## src/rtl/mcpwm_pkg.sv

```systemverilog
package mcpwm_pkg;

	// ------------------------------------------------------------
	// sizes
	// ------------------------------------------------------------
	localparam int NGEN = 3;
	localparam int CW   = 16;
	localparam int DBW  = 12;
	localparam int CTLW = 6;
	localparam int EVW  = 6;
	localparam int GENW = 2 * EVW;

	// ------------------------------------------------------------
	// register map
	// ------------------------------------------------------------
	localparam logic [7:0] OFF_CTL    = 8'h00;
	localparam logic [7:0] OFF_SYNC   = 8'h04;
	localparam logic [7:0] OFF_ENABLE = 8'h08;
	localparam logic [7:0] OFF_INVERT = 8'h0c;
	localparam logic [7:0] OFF_FAULT  = 8'h10;
	localparam logic [7:0] OFF_STATUS = 8'h20;
	localparam logic [5:0] GOFF_CTL    = 6'h00;
	localparam logic [5:0] GOFF_INTEN  = 6'h04;
	localparam logic [5:0] GOFF_LOAD   = 6'h10;
	localparam logic [5:0] GOFF_COUNT  = 6'h14;
	localparam logic [5:0] GOFF_CMPA   = 6'h18;
	localparam logic [5:0] GOFF_CMPB   = 6'h1c;
	localparam logic [5:0] GOFF_GENA   = 6'h20;
	localparam logic [5:0] GOFF_GENB   = 6'h24;
	localparam logic [5:0] GOFF_DBCTL  = 6'h28;
	localparam logic [5:0] GOFF_DBRISE = 6'h2c;
	localparam logic [5:0] GOFF_DBFALL = 6'h30;
	localparam logic [31:0] RST_WORD   = 32'h0000_0000;

	// ------------------------------------------------------------
	// field positions
	// ------------------------------------------------------------
	localparam int CTL_RUN    = 0;
	localparam int CTL_UPDN   = 1;
	localparam int CTL_DBGRUN = 2;
	localparam int CTL_LDSYNC = 3;
	localparam int CTL_CASYNC = 4;
	localparam int CTL_CBSYNC = 5;
	localparam int EV_ZERO = 0;
	localparam int EV_LOAD = 1;
	localparam int EV_AUP  = 2;
	localparam int EV_ADN  = 3;
	localparam int EV_BUP  = 4;
	localparam int EV_BDN  = 5;

	typedef enum logic [1:0] {
		ACT_KEEP = 2'b00,
		ACT_TOG  = 2'b01,
		ACT_LOW  = 2'b10,
		ACT_HIGH = 2'b11
	} mcpwm_act_t;

	typedef struct packed {
		logic [CTLW-1:0] ctl;
		logic [EVW-1:0]  inten;
		logic [GENW-1:0] genA;
		logic [GENW-1:0] genB;
		logic            dbEn;
		logic [DBW-1:0]  dbRise;
		logic [DBW-1:0]  dbFall;
		logic [CW-1:0]   loadSh;
		logic [CW-1:0]   cmpASh;
		logic [CW-1:0]   cmpBSh;
		logic [CW-1:0]   loadAct;
		logic [CW-1:0]   cmpAAct;
		logic [CW-1:0]   cmpBAct;
		logic [CW-1:0]   cnt;
		logic            dirUp;
		logic            halt;
		logic            updArm;
		logic            pwmA;
		logic            pwmB;
	} mcpwm_gen_t;

endpackage

```

## src/rtl/mcpwm_top.sv

```systemverilog
// Summary of operation
// - down mode counts load to zero, reloads
// - up/down mode counts zero-load-zero triangle
// - direction low in down mode, toggles otherwise
// - one-cycle pulses at zero and load
// - down mode load pulse right after zero
// - two comparators, direction-qualified match pulses
// - match above load never pulses
// - four events down, six up/down
// - matches ignored when zero or load coincide
// - coincident matches: A takes A, B takes B
// - per-event action: keep, toggle, low, high
// - dead-band off passes both signals through
// - dead-band on delays first rising edge
// - second output inverted, delayed, gap low
// - selected raw events raise generator interrupt
// - global sync resets chosen counters together
// - immediate updates apply at next zero
// - synchronised updates wait request, then zero
// - fault forces enabled outputs inactive, interrupts
// - stall: keep running or halt at zero
// - one enable register gates all outputs
// - per-output inversion before the pin
// - sixteen-bit counter, both counting modes
// - three generators, six outputs
module mcpwm_top
	import mcpwm_pkg::*;
#(
	parameter int AW = 12
)(
	// clock and reset
	input  wire logic            core_clk,
	input  wire logic            sys_rst,
	// apb slave
	input  wire logic            psel,
	input  wire logic            penable,
	input  wire logic            pwrite,
	input  wire logic [AW-1:0]   paddr,
	input  wire logic [31:0]     pwdata,
	output logic      [31:0]     prdata,
	output logic                 pready,
	output logic                 pslverr,
	// external conditions
	input  wire logic            faultPin,
	input  wire logic            dbgStall,
	// pins and events
	output logic [2*NGEN-1:0]    pwmPin,
	output logic [NGEN:0]        intrPulse
);

	// ------------------------------------------------------------
	// state
	// ------------------------------------------------------------
	typedef struct packed {
		mcpwm_gen_t [NGEN-1:0] gen;
		logic [2*NGEN-1:0]     enable;
		logic [2*NGEN-1:0]     invert;
		logic [2*NGEN-1:0]     faultEn;
		logic [1:0]            faultSy;
		logic [1:0]            stallSy;
		logic                  faultPrev;
		logic [2*NGEN-1:0]     pins;
		logic [NGEN:0]         intr;
		logic [31:0]           rdata;
		logic                  ready;
		logic                  slverr;
	} mcpwm_st_t;

	mcpwm_st_t st_r;
	mcpwm_st_t nx;

	logic [NGEN-1:0]         adv;
	logic [NGEN-1:0]         zeroEv;
	logic [NGEN-1:0]         loadEv;
	logic [NGEN-1:0]         matchA;
	logic [NGEN-1:0]         matchB;
	logic [NGEN-1:0]         upQ;
	logic [NGEN-1:0][EVW-1:0] evt;
	logic [2*NGEN-1:0]       dbOut;
	logic [NGEN-1:0]         syncHit;
	logic                    acc;
	logic                    wrEn;
	logic                    upperZero;
	logic [1:0]              region;
	logic [1:0]              genSel;
	logic                    isGlob;
	logic                    isGen;
	logic [7:0]              off8;
	logic [5:0]              goff;

	// ------------------------------------------------------------
	// helpers
	// ------------------------------------------------------------
	function automatic logic applyAct(input logic cur, input mcpwm_act_t code);
		logic res;
		res = cur;
		case (code)
			ACT_TOG:  res = !cur;
			ACT_LOW:  res = 1'b0;
			ACT_HIGH: res = 1'b1;
			default:  res = cur;
		endcase
		return res;
	endfunction

	// own comparator first, so a coincident other match is not seen
	function automatic mcpwm_act_t pickCode(input logic [GENW-1:0] fld,
		input logic [EVW-1:0] ev, input logic primA);
		int f;
		int s;
		logic [1:0] c;
		f = primA ? EV_AUP : EV_BUP;
		s = primA ? EV_BUP : EV_AUP;
		c = ACT_KEEP;
		if (ev[EV_ZERO]) begin
			c = fld[2*EV_ZERO +: 2];
		end else if (ev[EV_LOAD]) begin
			c = fld[2*EV_LOAD +: 2];
		end else if (ev[f] || ev[f+1]) begin
			c = ev[f] ? fld[2*f +: 2] : fld[2*f+2 +: 2];
		end else if (ev[s] || ev[s+1]) begin
			c = ev[s] ? fld[2*s +: 2] : fld[2*s+2 +: 2];
		end
		return mcpwm_act_t'(c);
	endfunction

	// ------------------------------------------------------------
	// address decode
	// ------------------------------------------------------------
	assign acc       = psel && penable && st_r.ready;
	assign wrEn      = acc && pwrite;
	assign upperZero = paddr[AW-1:8] == '0;
	assign region    = paddr[7:6];
	assign genSel    = region - 2'h1;
	assign off8      = paddr[7:0];
	assign goff      = paddr[5:0];
	assign isGlob    = upperZero && (region == 2'h0);
	assign isGen     = upperZero && (region != 2'h0) && (region <= 2'(NGEN));
	assign syncHit   = (wrEn && isGlob && off8 == OFF_SYNC) ? pwdata[NGEN-1:0] : '0;

	// ------------------------------------------------------------
	// per-generator events and dead-band
	// ------------------------------------------------------------
	// three generators, paired outputs
	for (genvar g = 0; g < NGEN; g++) begin : gGen
		assign adv[g]    = st_r.gen[g].ctl[CTL_RUN] && !st_r.gen[g].halt;
		assign zeroEv[g] = st_r.gen[g].cnt == '0;
		assign loadEv[g] = st_r.gen[g].cnt == st_r.gen[g].loadAct;
		assign matchA[g] = (st_r.gen[g].cnt == st_r.gen[g].cmpAAct)
			&& (st_r.gen[g].cmpAAct <= st_r.gen[g].loadAct);
		assign matchB[g] = (st_r.gen[g].cnt == st_r.gen[g].cmpBAct)
			&& (st_r.gen[g].cmpBAct <= st_r.gen[g].loadAct);
		assign upQ[g]    = st_r.gen[g].ctl[CTL_UPDN] && st_r.gen[g].dirUp;
		// event set, up events only exist in up/down mode
		assign evt[g]    = adv[g] ? {matchB[g] && !upQ[g], matchB[g] && upQ[g],
			matchA[g] && !upQ[g], matchA[g] && upQ[g], loadEv[g], zeroEv[g]} : '0;

		mcpwm_deadband #(
			.DW (DBW)
		) uDb (
			.core_clk (core_clk),
			.sys_rst  (sys_rst),
			.rawA     (st_r.gen[g].pwmA),
			.rawB     (st_r.gen[g].pwmB),
			.dbEn     (st_r.gen[g].dbEn),
			.riseDly  (st_r.gen[g].dbRise),
			.fallDly  (st_r.gen[g].dbFall),
			.outA     (dbOut[2*g]),
			.outB     (dbOut[2*g+1])
		);
	end

	// ------------------------------------------------------------
	// next state
	// ------------------------------------------------------------
	always_comb begin
		mcpwm_gen_t      gs;
		mcpwm_gen_t      ng;
		logic [CW-1:0]   lv;
		logic [31:0]     rd;
		logic [NGEN-1:0] armV;
		logic            hit;
		logic            lvl;
		nx   = st_r;
		gs   = '0;
		ng   = '0;
		lv   = '0;
		rd   = RST_WORD;
		armV = '0;
		hit  = 1'b0;
		lvl  = 1'b0;
		// two-flop synchronisers; stage 0 feeds stage 1 only
		nx.faultSy   = {st_r.faultSy[0], faultPin};
		nx.stallSy   = {st_r.stallSy[0], dbgStall};
		nx.faultPrev = st_r.faultSy[1];
		nx.intr[NGEN] = st_r.faultSy[1] && !st_r.faultPrev;
		for (int g = 0; g < NGEN; g++) begin
			gs = st_r.gen[g];
			ng = gs;
			lv = gs.loadAct;
			// shadow copy at zero; avoids torn periods
			if (adv[g] && zeroEv[g]) begin
				if (!gs.ctl[CTL_LDSYNC] || gs.updArm) begin
					ng.loadAct = gs.loadSh;
				end
				if (!gs.ctl[CTL_CASYNC] || gs.updArm) begin
					ng.cmpAAct = gs.cmpASh;
				end
				if (!gs.ctl[CTL_CBSYNC] || gs.updArm) begin
					ng.cmpBAct = gs.cmpBSh;
				end
				ng.updArm = 1'b0;
				lv = ng.loadAct;
			end
			if (adv[g]) begin
				if (!gs.ctl[CTL_UPDN]) begin
					ng.cnt = zeroEv[g] ? lv : gs.cnt - 1'b1;
				end else if (gs.dirUp) begin
					if (gs.cnt >= lv) begin
						ng.dirUp = 1'b0;
						ng.cnt   = zeroEv[g] ? gs.cnt : gs.cnt - 1'b1;
					end else begin
						ng.cnt = gs.cnt + 1'b1;
					end
				end else if (zeroEv[g]) begin
					ng.dirUp = 1'b1;
					ng.cnt   = (lv == '0) ? gs.cnt : gs.cnt + 1'b1;
				end else begin
					ng.cnt = gs.cnt - 1'b1;
				end
				// halt at zero unless set to run through
				if (st_r.stallSy[1] && !gs.ctl[CTL_DBGRUN] && zeroEv[g]) begin
					ng.halt  = 1'b1;
					ng.cnt   = gs.cnt;
					ng.dirUp = gs.dirUp;
				end
				ng.pwmA = applyAct(gs.pwmA, pickCode(gs.genA, evt[g], 1'b1));
				ng.pwmB = applyAct(gs.pwmB, pickCode(gs.genB, evt[g], 1'b0));
			end
			// resume on release, or once set to run through
			if (!st_r.stallSy[1] || gs.ctl[CTL_DBGRUN]) begin
				ng.halt = 1'b0;
			end
			// direction held low in down mode
			if (!gs.ctl[CTL_UPDN]) begin
				ng.dirUp = 1'b0;
			end
			if (syncHit[g]) begin
				ng.cnt   = '0;
				ng.dirUp = gs.ctl[CTL_UPDN];
			end
			// arm request; a new request wins over the clear
			if (wrEn && isGlob && off8 == OFF_CTL && pwdata[g]) begin
				ng.updArm = 1'b1;
			end
			armV[g] = gs.updArm;
			if (wrEn && isGen && genSel == 2'(g)) begin
				if (goff == GOFF_CTL) begin
					ng.ctl = pwdata[CTLW-1:0];
				end else if (goff == GOFF_INTEN) begin
					ng.inten = pwdata[EVW-1:0];
				end else if (goff == GOFF_LOAD) begin
					ng.loadSh = pwdata[CW-1:0];
				end else if (goff == GOFF_CMPA) begin
					ng.cmpASh = pwdata[CW-1:0];
				end else if (goff == GOFF_CMPB) begin
					ng.cmpBSh = pwdata[CW-1:0];
				end else if (goff == GOFF_GENA) begin
					ng.genA = pwdata[GENW-1:0];
				end else if (goff == GOFF_GENB) begin
					ng.genB = pwdata[GENW-1:0];
				end else if (goff == GOFF_DBCTL) begin
					ng.dbEn = pwdata[0];
				end else if (goff == GOFF_DBRISE) begin
					ng.dbRise = pwdata[DBW-1:0];
				end else if (goff == GOFF_DBFALL) begin
					ng.dbFall = pwdata[DBW-1:0];
				end
			end
			// raw selected events, dead-band not involved
			nx.intr[g] = |(evt[g] & gs.inten);
			nx.gen[g]  = ng;
		end
		for (int k = 0; k < 2 * NGEN; k++) begin
			lvl = dbOut[k] && st_r.enable[k] && !(st_r.faultSy[1] && st_r.faultEn[k]);
			nx.pins[k] = lvl ^ st_r.invert[k];
		end
		// global register writes
		if (wrEn && isGlob) begin
			if (off8 == OFF_ENABLE) begin
				nx.enable = pwdata[2*NGEN-1:0];
			end else if (off8 == OFF_INVERT) begin
				nx.invert = pwdata[2*NGEN-1:0];
			end else if (off8 == OFF_FAULT) begin
				nx.faultEn = pwdata[2*NGEN-1:0];
			end
		end
		// read mux and decode hit
		if (isGlob) begin
			hit = 1'b1;
			if (off8 == OFF_CTL) begin
				rd = 32'(armV);
			end else if (off8 == OFF_SYNC) begin
				rd = RST_WORD;
			end else if (off8 == OFF_ENABLE) begin
				rd = 32'(st_r.enable);
			end else if (off8 == OFF_INVERT) begin
				rd = 32'(st_r.invert);
			end else if (off8 == OFF_FAULT) begin
				rd = 32'(st_r.faultEn);
			end else if (off8 == OFF_STATUS) begin
				rd = 32'({st_r.stallSy[1], st_r.faultSy[1]});
			end else begin
				hit = 1'b0;
			end
		end else if (isGen) begin
			gs  = st_r.gen[genSel];
			hit = 1'b1;
			if (goff == GOFF_CTL) begin
				rd = 32'(gs.ctl);
			end else if (goff == GOFF_INTEN) begin
				rd = 32'(gs.inten);
			end else if (goff == GOFF_LOAD) begin
				rd = 32'(gs.loadSh);
			end else if (goff == GOFF_COUNT) begin
				rd = 32'(gs.cnt);
			end else if (goff == GOFF_CMPA) begin
				rd = 32'(gs.cmpASh);
			end else if (goff == GOFF_CMPB) begin
				rd = 32'(gs.cmpBSh);
			end else if (goff == GOFF_GENA) begin
				rd = 32'(gs.genA);
			end else if (goff == GOFF_GENB) begin
				rd = 32'(gs.genB);
			end else if (goff == GOFF_DBCTL) begin
				rd = 32'(gs.dbEn);
			end else if (goff == GOFF_DBRISE) begin
				rd = 32'(gs.dbRise);
			end else if (goff == GOFF_DBFALL) begin
				rd = 32'(gs.dbFall);
			end else begin
				hit = 1'b0;
			end
		end
		// one wait state: answer in the second access cycle
		nx.ready  = psel && penable && !st_r.ready;
		nx.rdata  = (nx.ready && !pwrite) ? rd : RST_WORD;
		nx.slverr = nx.ready && !hit;
	end

	always_ff @(posedge core_clk) begin
		if (sys_rst) begin
			st_r <= '0;
		end else begin
			st_r <= nx;
		end
	end

	// outputs straight from flops
	assign prdata    = st_r.rdata;
	assign pready    = st_r.ready;
	assign pslverr   = st_r.slverr;
	assign pwmPin    = st_r.pins;
	assign intrPulse = st_r.intr;
endmodule

```

## src/rtl/mcpwm_deadband.sv

```systemverilog
module mcpwm_deadband
	import mcpwm_pkg::*;
#(
	parameter int DW = DBW
)(
	// clock and reset
	input  wire logic          core_clk,
	input  wire logic          sys_rst,
	// raw pair and setup
	input  wire logic          rawA,
	input  wire logic          rawB,
	input  wire logic          dbEn,
	input  wire logic [DW-1:0] riseDly,
	input  wire logic [DW-1:0] fallDly,
	// conditioned pair
	output logic               outA,
	output logic               outB
);

	typedef struct packed {
		logic          prevIn;
		logic [DW-1:0] runCnt;
		logic          outA;
		logic          outB;
	} mcpwm_db_t;

	mcpwm_db_t st_r;
	mcpwm_db_t nx;

	// run length of the first raw signal, saturating so long levels hold
	always_comb begin
		nx = st_r;
		nx.prevIn = rawA;
		if (rawA != st_r.prevIn) begin
			nx.runCnt = '0;
		end else if (st_r.runCnt != '1) begin
			nx.runCnt = st_r.runCnt + 1'b1;
		end
		if (dbEn) begin
			nx.outA = rawA && (nx.runCnt >= riseDly);
			nx.outB = !rawA && (nx.runCnt >= fallDly);
		end else begin
			nx.outA = rawA;
			nx.outB = rawB;
		end
	end

	always_ff @(posedge core_clk) begin
		if (sys_rst) begin
			st_r <= '0;
		end else begin
			st_r <= nx;
		end
	end

	assign outA = st_r.outA;
	assign outB = st_r.outB;
endmodule

```

## config.mk

```make
export PLATFORM = sky130hd
export DESIGN_NAME = mcpwm_top
export DESIGN_NICKNAME = d
export VERILOG_FILES = /design/src/rtl/mcpwm_pkg.sv /design/src/rtl/mcpwm_top.sv /design/src/rtl/mcpwm_deadband.sv
export SDC_FILE = /design/constraint.sdc
export NUM_CORES = 2
export LEC_CHECK = 0
export BUFFER_PORTS_ARGS = -buffer_cell sky130_fd_sc_hd__buf_2
export CORE_MARGIN = 4
export CORE_UTILIZATION = 35
export DETAILED_ROUTE_END_ITERATION = 8
export HOLD_SLACK_MARGIN = 0.02
export PLACE_DENSITY_LB_ADDON = 0.1
export SYNTH_ARGS = -nofsm -noshare
export SYNTH_HDL_FRONTEND = slang
export SYNTH_SLANG_ARGS = --single-unit
```

## constraint.sdc

```tcl
create_clock -name core_clk -period 6.5 [get_ports core_clk]
set_clock_uncertainty 0.2 [all_clocks]
set_input_delay 0.65 -clock core_clk [delete_from_list [all_inputs] [get_ports core_clk]]
set_output_delay 0.65 -clock core_clk [all_outputs]
set_load 0.005 [all_outputs]
```

==> metrics.yaml <==
detailed_routing:
  vias: 36098
  drt_iter0_markers: 3455
  routed_wl_um: 159000
  via_per_inst: 5.64
  drt-pass1-iter-count: 6
  drc: 0
  ant_nets: 0
  wl_per_cell_um: 24.8
die:
  fp.dieArea_um2: 114000
  core_um2: 108000
  die_width_um: 338
  io_pins: 95
  start_util_pct: 35.4
  die_h_um: 338
  rows: 120
global_route:
  grt_use_total_pct: 27.1
  antenna_found_initial: 7
  grt_overflow: 0
  grt_max_degree: 151
  first_global_vias: 33786
  grt_pass1_wl_um: 232000
yosys:
  syn_avg_cell_area_um2: 7.54
  synthCells: 5045
  ys_types: 93
  ys_seq_elements: 630
  synth-main-ff-cell: "dfxtp_1"
  ys_seq_area_share_pct: 33.2
  syn_area_um2: 38000
  synth-edff-count: 0
  ys_async_sr_fraction_pct: 0
  yosysWarnings: 0
cells_and_area:
  n_fill_cell: 11268
  drive_above_1_share_pct: 7.64
  syn2layout_area_growth_pct: 11.2
  nets: 5219
worst_setup_path:
  r2r_cells: 16
  arrival_ns: 5.83
  cp_max_fo: 15
  setup.worst_path.start_class: "flip-flop"
  cp-end-kind: "flip-flop"
  setup.worst_path.class: "flip-flop to flip-flop"
  cp.required_ns: 6.88
clock_tree:
  cts_tree: "built"
  clkTransAtPathRegs_ns: 0.06
  worstSkewPairLatency_ns: 0.67
  cts_made_buffers: 80
  ctsHtreeMaxLevel: 3
  cts_resized: 0
  clock-sinks: 630
  cts_max_path_buffers: 3
  cts-root-buf: "clkbuf_16"
hold_path:
  hold_depth: 3
  min_path_type: "primary input to flip-flop"
sta:
  relSlewSlack_pct: 6.64
  setup_slack_ns: 1.06
  post-route-period-util_pct: 83.7
  max_freq_mhz: 184
  finalCriticalPeriod_ns: 5.44
  rsz0062_at_grt: "false"
  worst_slew_pin_slew_ns: 1.40
  setup_viol_count_final: 0
  drv_slew: 0
  finalHoldViolCount: 0
  fin_setup_tns_ns: 0
placed_design:
  port_buffers: 62
  gp_congestion: 0.961
  pre_cts_slack_ns: 1.11
  dpl.hpwl_um: 117000
pwr:
  vdd_ir_drop_max_v: 0.000181
  leakagePower_nw: 15.6
  power_density_nw_per_um2: 216
status:
  run_status: "finished, final reports clean"
flow_run:
  timing.max_cap.violations: 0
-- report_power, final --
part / internal (mW) / total [mW] / switching [mW]
clock network: 2.99 / 4.87 / 1.88
logic: 0.111 / 0.413 / 0.302
registers: 3.87 / 3.88 / 0.00829
total: 6.97 / 9.16 / 2.19
-- worst max-delay path, cell delays in order, from the launching register on --
cell      delay, ns
dfxtp_1        0.65
inv_1          0.22
ha_1           0.27
nor2b_1        0.16
nand4_2        0.19
a211o_1        0.42
buf_4          0.29
mux2i_1        0.42
ha_1           0.32
a21o_1         0.16
a31oi_1        0.24
nand3_1        0.16
a21oi_1        0.32
o221ai_1       0.21
or2_1          0.46
or4_1          0.50
o211ai_1       0.17
-- stage by stage --
step	hold WS [ns]	std cells	utilization [%]	cell area (um^2)	total power [mW]
floorplan	0.167	5060	-	38100	4.22
global placement	0.180	6257	36.7	39400	4.37
detailed placement	0.178	6257	36.7	39400	4.37
CTS	0.123	6404	39.3	42300	9.25
global route	0.171	6404	39.3	42300	9.41
finish	0.155	6405	39.3	42300	9.16
-- cell usage after synthesis (7+ instances only) --
cell type	count	area share, %
o221ai_1	7	0.16
and3_1	39	0.64
o211ai_1	32	0.63
ha_1	230	7.6
a211o_1	7	0.16
a21o_1	71	1.4
a31oi_1	18	0.30
buf_2	28	0.37
xor2_1	77	1.8
a32o_1	10	0.26
nor4_1	51	0.84
a221o_1	12	0.32
dfxtp_1	630	33
mux2_2	24	0.71
nand3_1	127	1.7
o22ai_1	64	1.1
buf_1	32	0.32
mux2i_1	179	4.7
nand2b_1	44	0.72
o31ai_1	8	0.16
or3_1	18	0.30
nand2_1	1122	11
or4_1	13	0.26
xnor2_1	158	3.6
clkbuf_1	279	2.8
and2_1	19	0.31
nand4_1	79	1.3
o21ai_0	132	1.7
inv_1	155	1.5
a211oi_1	24	0.47
a221oi_1	36	0.83
nand4b_1	9	0.21
and4_1	13	0.30
nand3b_1	12	0.24
nor3_1	72	0.95
nor2_1	345	3.4
buf_4	43	0.85
nor2b_1	50	0.82
a21oi_1	628	8.3
a22oi_1	10	0.20
a32oi_1	11	0.25
-- cell usage in the layout (no fill, tap or decap), types with 14 or more instances in the layout --
cell and n:
clkbuf_16 85, nor3_1 70, or3_1 18, a221oi_1 36, clkinv_2 15, clkbuf_1 14, buf_2 61, xnor2_1 158
nand3_1 127, a21oi_1 628, nand2_1 1122, nand4_1 79, nor4_1 51, o22ai_1 64, dfxtp_1 630, xor2_1 77
a21o_1 71, buf_4 114, and2_1 19, mux2_2 24, nor2b_1 49, ha_1 229, conb_1 16, clkbuf_8 15
and3_1 39, nand2b_1 44, mux2i_1 179, a31oi_1 18, o21ai_0 132, a211oi_1 24, inv_1 154, nor2_1 344
o211ai_1 32
-- registers in the layout (all words and copies together) (netlist names) --
signal         count
gGen.uDb.outA      3
gGen.uDb.outB      3
gGen.uDb.st_r     39
intrPulse          4
nx                 3
prdata            16
pready             1
pslverr            1
pwmPin             6
st_r             554
-- final cells by class --
type	count	area, um^2	share of cell area [%]
Tap cell	1403	1760	4.15
Antenna cell	1	2.50	0.00592
Sequential cell	630	12600	29.8
Timing Repair Buffer	180	1240	2.92
Multi-Input combinational cell	3891	23300	55.0
Inverter	155	582	1.38
Clock buffer	114	2390	5.64
Clock inverter	31	448	1.06
-- metal layers --
metal	wire (um)	vias to the layer above	global-route usage, %
met4	5560	4	9.13
li1	-	17279	-
met2	70000	1275	42.6
met3	10500	250	3.97
met5	22	-	0
met1	72700	17290	37.9
-- final timing paths --
check,startpoint,end,slack [ns]
worst max register to register,st_r[428],st_r[435],1.06
worst min-delay path,penable,pready,0.15
worst min register to register,st_r[44],intrPulse[3],0.19
worst max-delay path,st_r[428],st_r[435],1.06
-- kinds of logic after synthesis --
kind of cell / share of synthesized area (%)
DFF: 33.2
and+or+nand+nor: 24.2
other: 0.00986
buffers and inverters: 5.87
adders and majority gates: 7.57
AOI/OAI and AO/OA: 18.1
muxes: 5.78
xor gates and xnor gates: 5.41
-- repair_timing --
action                    4_1_cts  5_1_grt
setup buffers                   0        0
hold buffers                    2        0
hold endpoints to repair        2        0
No activity file was read; power rests on OpenSTA's default activity.
